`config.mk`:
```
export PLATFORM = sky130hd
export DESIGN_NAME = ddrmr_core
export DESIGN_NICKNAME = d
export VERILOG_FILES = /design/src/design/ddrmr_pkg.sv /design/src/design/ddrmr_sync.sv /design/src/design/ddrmr_modereg.sv /design/src/design/ddrmr_core.sv
export SDC_FILE = /design/constraint.sdc
export NUM_CORES = 1
export LEC_CHECK = 0
export BUFFER_PORTS_ARGS = -buffer_cell sky130_fd_sc_hd__buf_2
export CAP_MARGIN = 30
export CELL_PAD_IN_SITES_DETAIL_PLACEMENT = 1
export CELL_PAD_IN_SITES_GLOBAL_PLACEMENT = 1
export CORE_MARGIN = 3
export CORE_UTILIZATION = 45
export CTS_CLUSTER_SIZE = 14
export DETAILED_ROUTE_END_ITERATION = 8
export PLACE_DENSITY = 0.81
export SLEW_MARGIN = 40
export SYNTH_ARGS = -nofsm -noshare
export SYNTH_HDL_FRONTEND = slang
export SYNTH_SLANG_ARGS = --single-unit
```
`constraint.sdc`:
```
create_clock -name mclk_in -period 2.9 [get_ports mclk_in]
set_clock_uncertainty 0.1 [all_clocks]
set_input_delay 0.435 -clock mclk_in [delete_from_list [all_inputs] [get_ports mclk_in]]
set_output_delay 0.435 -clock mclk_in [all_outputs]
set_load 0.1 [all_outputs]
```
`src/design/ddrmr_pkg.sv`:
```
// Package for the command front end and mode register block
package ddrmr_pkg;
   // ==========================================================
   // Widths
   // ==========================================================
   localparam int ADDR_W = 13;   // Address lines
   localparam int BANK_W = 3;    // Bank pick lines
   localparam int NBANK = 8;     // Bank count
   localparam int COL_W = 10;    // Column width
   localparam int AP_BIT = 10;   // Auto-precharge flag position
   // ==========================================================
   // Mode word field positions
   // ==========================================================
   localparam int MR_BL_LO = 0;
   localparam int MR_BL_HI = 2;
   localparam int MR_BT_BIT = 3;
   localparam int MR_CL_LO = 4;
   localparam int MR_CL_HI = 6;
   localparam int MR_TM_BIT = 7;
   localparam int MR_DLLRST_BIT = 8;
   localparam int MR_WR_LO = 9;
   localparam int MR_WR_HI = 11;
   // Burst length codes, earlier generation encoding
   localparam logic [2:0] BL_CODE_4 = 3'h2;
   localparam logic [2:0] BL_CODE_8 = 3'h3;
   localparam logic [3:0] BL_4 = 4'h4;
   localparam logic [3:0] BL_8 = 4'h8;
   // ==========================================================
   // Extended register 1 and 2 field positions
   // ==========================================================
   localparam int E1_DLL_BIT = 0;
   localparam int E1_DRV_BIT = 1;
   localparam int E1_RTT0_BIT = 2;
   localparam int E1_AL_LO = 3;
   localparam int E1_AL_HI = 5;
   localparam int E1_RTT1_BIT = 6;
   localparam int E1_CAL_LO = 7;
   localparam int E1_CAL_HI = 9;
   localparam int E1_NDQS_BIT = 10;
   localparam int E2_SRT_BIT = 7;
   // Calibration field codes
   localparam logic [2:0] CAL_EXIT = 3'h0;
   localparam logic [2:0] CAL_DRV1 = 3'h1;
   localparam logic [2:0] CAL_DRV0 = 3'h2;
   localparam logic [2:0] CAL_ADJ = 3'h4;
   localparam logic [2:0] CAL_DFLT = 3'h7;
   // Register selection by bank pick
   localparam logic [2:0] SEL_MR = 3'h0;
   localparam logic [2:0] SEL_E1 = 3'h1;
   localparam logic [2:0] SEL_E2 = 3'h2;
   localparam logic [2:0] SEL_E3 = 3'h3;
   // ==========================================================
   // Timing
   // ==========================================================
   localparam int CLK_PERIOD_NS = 10;
   localparam int MODE_SET_CYCLES = 2;      // Link clocks to complete a mode write
   localparam int DLL_LOCK_CYCLES = 200;    // Link clocks after loop reset
   // ==========================================================
   // Command codes {cs_n, ras_n, cas_n, we_n}
   // ==========================================================
   typedef enum logic [3:0] {
      CMD_MRS = 4'h0, CMD_REF = 4'h1, CMD_PRE = 4'h2, CMD_ACT = 4'h3,
      CMD_WR = 4'h4, CMD_RD = 4'h5, CMD_BST = 4'h6, CMD_NOP = 4'h7
   } ddrmr_cmd_t;
   // Sampled command bundle
   typedef struct packed {
      logic cs_n;
      logic ras_n;
      logic cas_n;
      logic we_n;
      logic [BANK_W-1:0] bank_pick;
      logic [ADDR_W-1:0] addr;
   } ddrmr_cmdbus_t;
   // Decoded mode fields
   typedef struct packed {
      logic [3:0] burst_len;
      logic burst_interleave;
      logic [2:0] column_latency;
      logic test_mode;
      logic [2:0] write_recovery;
      logic [2:0] posted_delay;
      logic reduced_drive;
      logic [1:0] term_sel;
      logic [2:0] cal_mode;
      logic diff_strobe;
      logic ext_self_refresh;
   } ddrmr_mode_t;
endpackage : ddrmr_pkg

```
`src/design/ddrmr_sync.sv`:
```
// Two-flop synchroniser for a vector of pin inputs
`timescale 1ns/10ps
module ddrmr_sync #(
   parameter int WIDTH = 1
) (
   input wire logic mclk_in,
   input wire logic sys_rst_in,
   input wire logic clk_en_in,
   input wire logic [WIDTH-1:0] async_in,
   output logic [WIDTH-1:0] sync_out
);
   // First stage feeds only the second stage
   logic [WIDTH-1:0] meta_q;
   // Both stages freeze with the clock enable
   always_ff @(posedge mclk_in)
   begin
      if (sys_rst_in)
      begin
         meta_q <= '0;
         sync_out <= '0;
      end
      else if (clk_en_in)
      begin
         meta_q <= async_in;
         sync_out <= meta_q;
      end
   end
endmodule : ddrmr_sync

```
`src/design/ddrmr_modereg.sv`:
```
// Storage of the mode word and the three extended words
`timescale 1ns/10ps
module ddrmr_modereg
   import ddrmr_pkg::*;
(
   input wire logic mclk_in,
   input wire logic sys_rst_in,
   input wire logic clk_en_in,
   input wire logic wr_in,
   input wire logic [BANK_W-1:0] sel_in,
   input wire logic [ADDR_W-1:0] data_in,
   output logic [ADDR_W-1:0] mode_word_out,
   output logic [ADDR_W-1:0] ext1_out,
   output logic [ADDR_W-1:0] ext2_out,
   output logic [ADDR_W-1:0] ext3_out
);
   // ==========================================================
   // One register per selectable word
   // ==========================================================
   logic [3:0][ADDR_W-1:0] word_q;
   genvar gi;
   generate
      for (gi = 0; gi < 4; gi++)
      begin : g_word
         // Undefined at power-up; cleared so simulation stays known
         always_ff @(posedge mclk_in)
         begin
            if (sys_rst_in)
               word_q[gi] <= '0;
            else if (clk_en_in && wr_in && sel_in == BANK_W'(gi))
               word_q[gi] <= data_in;
         end
      end
   endgenerate
   assign mode_word_out = word_q[SEL_MR];
   assign ext1_out = word_q[SEL_E1];
   assign ext2_out = word_q[SEL_E2];
   assign ext3_out = word_q[SEL_E3];
endmodule : ddrmr_modereg

```
`src/design/ddrmr_core.sv`:
```
// Command front end, bank state and mode programming of the memory device
`timescale 1ns/10ps
// Contract
// - Chip select high means deselect
// - Decode strobes at rising link clock
// - Row full address; column low ten, A10 precharge
// - Bank pick selects target bank
// - Masked write beats are discarded
// - Lower strobe low byte, upper high
// - Complementary strobes only in differential mode
// - Termination on while enable registered high
// - Clock enable gates internal clocking
// - Mode write needs idle banks, enable high
// - Burst length from A2..A0, four/eight
// - Burst type A3, latency A6..A4
// - A7 test mode, A8 loop reset
// - Extended 1 field layout
// - Calibration field codes
module ddrmr_core
   import ddrmr_pkg::*;
#(
   parameter int DLL_LOCK = DLL_LOCK_CYCLES
) (
   input wire logic mclk_in,
   input wire logic sys_rst_in,
   input wire logic clk_en_in,
   input wire logic link_clk_in,
   input wire logic mem_cke_in,
   input wire logic termination_enable_in,
   input wire logic cs_n_in,
   input wire logic ras_n_in,
   input wire logic cas_n_in,
   input wire logic we_n_in,
   input wire logic [BANK_W-1:0] bank_pick_in,
   input wire logic [ADDR_W-1:0] addr_in,
   input wire logic lower_byte_mask_in,
   input wire logic upper_byte_mask_in,
   input wire logic [15:0] data_lines_in,
   output logic cmd_valid_out,
   output logic [3:0] cmd_code_out,
   output logic [BANK_W-1:0] cmd_bank_out,
   output logic [ADDR_W-1:0] row_out,
   output logic [COL_W-1:0] col_out,
   output logic auto_pre_out,
   output logic [NBANK-1:0] bank_open_out,
   output logic [15:0] write_data_out,
   output logic [1:0] write_byte_en_out,
   output logic clocking_on_out,
   output logic term_on_out,
   output logic diff_strobe_out,
   output logic mode_busy_out,
   output logic dll_locked_out,
   output logic illegal_mode_out,
   output ddrmr_mode_t mode_out
);
   // ==========================================================
   // Pin synchronisation
   // ==========================================================
   localparam int SW = 2 + 4 + BANK_W + ADDR_W + 2 + 16 + 1;
   logic [SW-1:0] pins_s;
   ddrmr_cmdbus_t cb_s;           // Synchronised command bundle
   logic cke_s, odt_s, lclk_s, ldm_s, udm_s;
   logic [15:0] dq_s;
   ddrmr_sync #(.WIDTH(SW)) u_sync (
      .mclk_in(mclk_in),
      .sys_rst_in(sys_rst_in),
      .clk_en_in(clk_en_in),
      .async_in({mem_cke_in, termination_enable_in, cs_n_in, ras_n_in, cas_n_in,
                 we_n_in, bank_pick_in, addr_in, lower_byte_mask_in,
                 upper_byte_mask_in, data_lines_in, link_clk_in}),
      .sync_out(pins_s)
   );
   assign {cke_s, odt_s, cb_s, ldm_s, udm_s, dq_s, lclk_s} = pins_s;
   // ==========================================================
   // Link clock edge detection (only synchronised copy is read)
   // ==========================================================
   logic lclk_q;
   logic rise, fall;
   always_ff @(posedge mclk_in)
   begin
      if (sys_rst_in)
         lclk_q <= 1'b0;
      else if (clk_en_in)
         lclk_q <= lclk_s;
   end
   assign rise = clk_en_in && lclk_s && !lclk_q;
   assign fall = clk_en_in && !lclk_s && lclk_q;
   // ==========================================================
   // Clock enable and termination, registered at link edge
   // ==========================================================
   always_ff @(posedge mclk_in)
   begin
      if (sys_rst_in)
      begin
         clocking_on_out <= 1'b0;
         term_on_out <= 1'b0;
      end
      else if (rise)
      begin
         clocking_on_out <= cke_s;
         term_on_out <= odt_s;
      end
   end
   // ==========================================================
   // Command decode
   // ==========================================================
   logic [3:0] code;
   logic live;
   // Deselect masks every command; decoding needs clocking active
   assign code = {cb_s.cs_n, cb_s.ras_n, cb_s.cas_n, cb_s.we_n};
   assign live = rise && clocking_on_out && !cb_s.cs_n;
   logic is_mrs, is_act, is_pre, is_rd, is_wr;
   logic all_idle;
   assign is_mrs = live && code == CMD_MRS;
   assign is_act = live && code == CMD_ACT;
   assign is_pre = live && code == CMD_PRE;
   assign is_rd = live && code == CMD_RD;
   assign is_wr = live && code == CMD_WR;
   assign all_idle = bank_open_out == '0;
   // Registered command report for the array side
   always_ff @(posedge mclk_in)
   begin
      if (sys_rst_in)
      begin
         cmd_valid_out <= 1'b0;
         cmd_code_out <= CMD_NOP;
         cmd_bank_out <= '0;
         row_out <= '0;
         col_out <= '0;
         auto_pre_out <= 1'b0;
      end
      else if (clk_en_in)
      begin
         cmd_valid_out <= live && code != CMD_NOP;
         if (live)
         begin
            cmd_code_out <= code;
            cmd_bank_out <= cb_s.bank_pick;
            if (is_act)
               row_out <= cb_s.addr;
            if (is_rd || is_wr)
            begin
               col_out <= cb_s.addr[COL_W-1:0];
               auto_pre_out <= cb_s.addr[AP_BIT];
            end
         end
      end
   end
   // ==========================================================
   // Bank open state, one flag per bank
   // ==========================================================
   genvar gb;
   generate
      for (gb = 0; gb < NBANK; gb++)
      begin : g_bank
         always_ff @(posedge mclk_in)
         begin
            if (sys_rst_in)
               bank_open_out[gb] <= 1'b0;
            else if (is_act && cb_s.bank_pick == BANK_W'(gb))
               bank_open_out[gb] <= 1'b1;
            else if (is_pre && (cb_s.addr[AP_BIT] || cb_s.bank_pick == BANK_W'(gb)))
               bank_open_out[gb] <= 1'b0;
            else if ((is_rd || is_wr) && cb_s.addr[AP_BIT] &&
                     cb_s.bank_pick == BANK_W'(gb))
               bank_open_out[gb] <= 1'b0;
         end
      end
   endgenerate
   // ==========================================================
   // Mode write acceptance and completion timer
   // ==========================================================
   logic mode_wr;
   logic [2:0] mset_q;
   // Writes while busy or with banks open are dropped, not queued
   assign mode_wr = is_mrs && all_idle && cke_s && mset_q == '0;
   always_ff @(posedge mclk_in)
   begin
      if (sys_rst_in)
         mset_q <= '0;
      else if (mode_wr)
         mset_q <= 3'(MODE_SET_CYCLES);
      else if (rise && mset_q != '0)
         mset_q <= mset_q - 3'h1;
   end
   assign mode_busy_out = mset_q != '0;
   logic [ADDR_W-1:0] mr_w, e1_w, e2_w, e3_w;
   ddrmr_modereg u_regs (
      .mclk_in(mclk_in),
      .sys_rst_in(sys_rst_in),
      .clk_en_in(clk_en_in),
      .wr_in(mode_wr),
      .sel_in(cb_s.bank_pick),
      .data_in(cb_s.addr),
      .mode_word_out(mr_w),
      .ext1_out(e1_w),
      .ext2_out(e2_w),
      .ext3_out(e3_w)
   );
   // ==========================================================
   // Field decode of the stored words
   // ==========================================================
   logic [2:0] bl_code;
   always_comb
   begin
      bl_code = mr_w[MR_BL_HI:MR_BL_LO];
      mode_out.burst_len = (bl_code == BL_CODE_8) ? BL_8 : BL_4;
      mode_out.burst_interleave = mr_w[MR_BT_BIT];
      mode_out.column_latency = mr_w[MR_CL_HI:MR_CL_LO];
      mode_out.test_mode = mr_w[MR_TM_BIT];
      mode_out.write_recovery = mr_w[MR_WR_HI:MR_WR_LO];
      mode_out.posted_delay = e1_w[E1_AL_HI:E1_AL_LO];
      mode_out.reduced_drive = e1_w[E1_DRV_BIT];
      mode_out.term_sel = {e1_w[E1_RTT1_BIT], e1_w[E1_RTT0_BIT]};
      mode_out.cal_mode = e1_w[E1_CAL_HI:E1_CAL_LO];
      mode_out.diff_strobe = !e1_w[E1_NDQS_BIT];
      mode_out.ext_self_refresh = e2_w[E2_SRT_BIT];
   end
   // Only four and eight are legal; half-clock latencies absent
   logic cal_bad;
   assign cal_bad = !(mode_out.cal_mode inside {CAL_EXIT, CAL_DRV1, CAL_DRV0, CAL_ADJ,
                                                CAL_DFLT});
   assign illegal_mode_out = !(bl_code inside {BL_CODE_4, BL_CODE_8}) ||
                             mode_out.test_mode || cal_bad;
   assign diff_strobe_out = mode_out.diff_strobe;
   // ==========================================================
   // Loop lock counter, restarted by a loop reset write
   // ==========================================================
   logic [8:0] lock_q;
   logic dll_rst_wr;
   assign dll_rst_wr = mode_wr && cb_s.bank_pick == SEL_MR && cb_s.addr[MR_DLLRST_BIT];
   always_ff @(posedge mclk_in)
   begin
      if (sys_rst_in)
         lock_q <= '0;
      else if (dll_rst_wr)
         lock_q <= 9'(DLL_LOCK);
      else if (rise && lock_q != '0)
         lock_q <= lock_q - 9'h1;
   end
   assign dll_locked_out = e1_w[E1_DLL_BIT] == 1'b0 && lock_q == '0 && clocking_on_out;
   // ==========================================================
   // Write data capture on both link edges with byte masks
   // ==========================================================
   always_ff @(posedge mclk_in)
   begin
      if (sys_rst_in)
      begin
         write_data_out <= '0;
         write_byte_en_out <= '0;
      end
      else if (rise || fall)
      begin
         // Lower mask guards bits 7..0, upper bits 15..8
         write_byte_en_out <= {!udm_s, !ldm_s};
         if (!ldm_s)
            write_data_out[7:0] <= dq_s[7:0];
         if (!udm_s)
            write_data_out[15:8] <= dq_s[15:8];
      end
      else if (clk_en_in)
         write_byte_en_out <= '0;
   end
endmodule : ddrmr_core

```
==> flow_summary_export.csv <==
group,metric,value,unit
power_and_ir_drop,power_density,616.5,nW/um^2
timing,hold_violations,0,
detailed_routing,vias,5526,
grt,grt.busiest_layer,"met2",
floorplan,io_pins,131,
timing,worstMarginPinSlew,0.7056,ns
cells_and_area,fin_util,0.5441,
detailed_routing,drc,0,
setup_path,start_kind,"flop",
timing,timing.fmax,366.5,MHz
grt,grt_pass1_wl,29.25,mm
yosys,yosys_warnings,0,
clocking,clockBufferDepth,2,
setup_path,endpoint,"dll_locked_out",
cells_and_area,layout.nets,869,
worst_hold_path,hold_path.class,"input port to flop",
setup_path,cp_max_fo,8,
setup_path,reg2reg_to,"lock_q[0]",
place,gp_congestion,0.8402,
timing,fin_crit_sh,0.9408,
yosys,yosys.area.top_type_share,0.5071,
place,preCtsSetupSlack,0.3457,ns
floorplan,dieArea,17150,um^2
detailed_routing,drtIter0Drc,392,
yosys,ys_top_cells_by_area,"dfxtp_1 51%, mux2i_1 18%, nor2_1 7.4%",
grt,gr-usage-met2,0.3608,
clocking,post_cts.repair.setup_buffers,0,
detailed_routing,ant_nets,0,
setup_path,rrSetupSlack,0.66,ns
floorplan,fp.coreArea,15260,um^2
power_and_ir_drop,irDropWorstVdd,0.0004414,V
clocking,htreeDepth,4,
cells_and_area,drive_gt1_frac,0.2204,
yosys,synth_edf_count,0,
yosys,syn_area,7027,um^2
cells_and_area,area_growth,18.14,%
cells_and_area,fill_cells,1760,
yosys,syn_inst,734,
setup_path,cp_data_arrival_time,2.19,ns
setup_path,worstSetupPathType,"flop to primary output",
timing,setup-violations-final,0,
cells_and_area,final_common_cell,"dfxtp_1",
timing,hold_slack,0.1459,ns
grt,grt_use_total,0.2158,
timing,fin_tns_setup,0,ns
cells_and_area,most-common-layout-cells,"178 x dfxtp_1, 139 x nor2_1, 125 x buf_2, 124 x mux2i_1, 43 x a21oi_1",
place,placedCellCount,1014,
cells_and_area,n_antenna_cell,0,
setup_path,worstPathRequired,2.37,ns
place,placed_area,7696,um^2
grt,grt_max_degree,83,
clocking,cts_sinks,178,
yosys,synthArstFlopShare,0,
timing,fin_crit,2.728,ns
cells_and_area,post_layout_nonfiller_instances,1046,
setup_path,r2r-start,"mset_q[0]",
yosys,synth_cell_types,47,
clocking,numCtsBuffers,17,
yosys,ys.flop_type,"dfxtp_1",
setup_path,cp-startpoint,"lock_q[0]",
yosys,ys_seq_area_frac,0.5071,
clocking,cts_tree,"done",
clocking,cts_root_buffer,"clkbuf_16",
detailed_routing,via_per_inst,5.283,
grt,grt_util_met3,0.06707,
detailed_routing,first_pass_iters,4,
timing,maxSlewViolCount,0,
run,drv_cap,0,
clocking,clk_pin_slew_worst_paths,0.06,ns
detailed_routing,wl_per_cell,17.41,um
grt,grt_antenna_before_repair,4,
setup_path,end_kind,"primary output",
cells_and_area,fin_area,8302,um^2
detailed_routing,wirelength,18.21,mm
yosys,ys_ff_latch,178,
yosys,yosys.area.top_type,"dfxtp_1",
floorplan,die_y,131.0,um
clocking,insertion_delay,0.42,ns
power_and_ir_drop,power.leakage,3.557,nW
setup_path,rr_worst_depth,7,
clocking,hold_buffers,0,
yosys,avgSynthCellArea,9.573,um^2
grt,use_met1,0.2628,
floorplan,initial_core_util,0.4605,
timing,maxSlewHeadroom,0.5296,
floorplan,die_w,131.0,um
floorplan,row_count,45,
place,numPortBuffers,128,
power_and_ir_drop,p_total,5.118,mW
timing,rsz0062_at_grt,"false",
place,dpl.hpwl,12.53,mm
timing,fin_ws,0.1718,ns
run_status,status,"finished clean",
grt,first_global_vias,5739,
grt,grt-ovfl-total,0,
## power breakdown
group          internal [mW]  switching (mW)
sequential              2.50          0.0485
clock                   1.34           0.963
combinational          0.105           0.158
total                   3.95            1.17
## sequential cells by signal (all words and copies together), names as in the netlist, 2 cells and up
register,cells
row_out,13
u_sync.sync_out,41
u_regs.ext1_out,11
u_sync.meta_q,41
lock_q,9
mset_q,3
cmd_bank_out,3
write_byte_en_out,2
u_regs.mode_word_out,11
bank_open_out,8
write_data_out,16
cmd_code_out,4
col_out,10
## critical path, stage by stage (launching register included)
cell and delay, ns:
dfxtp_1 0.34, inv_1 0.07, ha_1 0.21, or4b_4 0.56, nor4_4 0.26, buf_4 0.32
## what timing repair did
action / in CTS / in global routing
gates resized for setup: 1 / 1
gates cloned: 0 / 0
pin swaps: 0 / 0
endpoints found under the setup margin: 1 / 1
## worst min-delay path by stage
stage | startpoint | to | slack (ns) | depth (start not counted)
final | addr_in[1] | u_sync.meta_q[20] | 0.15 | 3
after global routing | bank_pick_in[0] | u_sync.meta_q[32] | 0.14 | 3
after CTS | addr_in[1] | u_sync.meta_q[20] | 0.13 | 3
after detailed placement | cmd_bank_out[1] | cmd_bank_out[1] | 0.36 | 2
after global placement | u_sync.sync_out[39] | term_on_out | 0.34 | 2
after floorplan | u_sync.sync_out[39] | term_on_out | 0.33 | 2
## kinds of logic (layout without fill, tap and decap cells)
family / after synthesis / count (layout) / synth area share
flops: 178 / 178 / 0.5071
simple gates: 249 / 249 / 0.1658
buf+inv: 83 / 183 / 0.06196
fa+ha+maj: 3 / 3 / 0.005342
compound gates: 88 / 88 / 0.07229
xor+xnor: 7 / 7 / 0.008725
mux: 125 / 125 / 0.1782
other cells: 1 / 2 / 0.0005337
## Yosys cell counts, types with 2 or more instances
master	number
a22oi_1	2
nor3b_1	5
and3b_1	2
xor2_1	2
o211ai_1	2
ha_1	3
o21ai_0	25
nand2_1	29
nand4_1	28
nand3b_1	8
inv_1	9
buf_4	28
mux2i_1	124
a211oi_1	2
clkbuf_1	31
or3_1	5
xnor2_1	5
a31oi_1	5
buf_2	15
dfxtp_1	178
a21oi_1	43
nor3_1	7
nand3_1	8
nor2_1	139
nand2b_1	3
nor4_1	4
nor2b_1	2
## metal layers
| layer | up-vias | share of wire |
|---|---|---|
| li1 | 2693 | - |
| met1 | 2681 | 0.43 |
| met2 | 110 | 0.50 |
| met3 | 34 | 0.049 |
| met4 | 8 | 0.016 |
| met5 | - | 0.0030 |
## final cells by class
cell class / instances / area [um^2] / area share
sequential: 178 / 3563 / 0.4292
multi-input combinational: 474 / 3063 / 0.3690
timing repair buffer: 142 / 778.2 / 0.09375
inverter: 9 / 33.78 / 0.004069
tap: 211 / 264.0 / 0.03180
clock inverter: 11 / 128.9 / 0.01552
clock buffer: 21 / 470.5 / 0.05667
No activity file was read; power rests on OpenSTA's default activity.
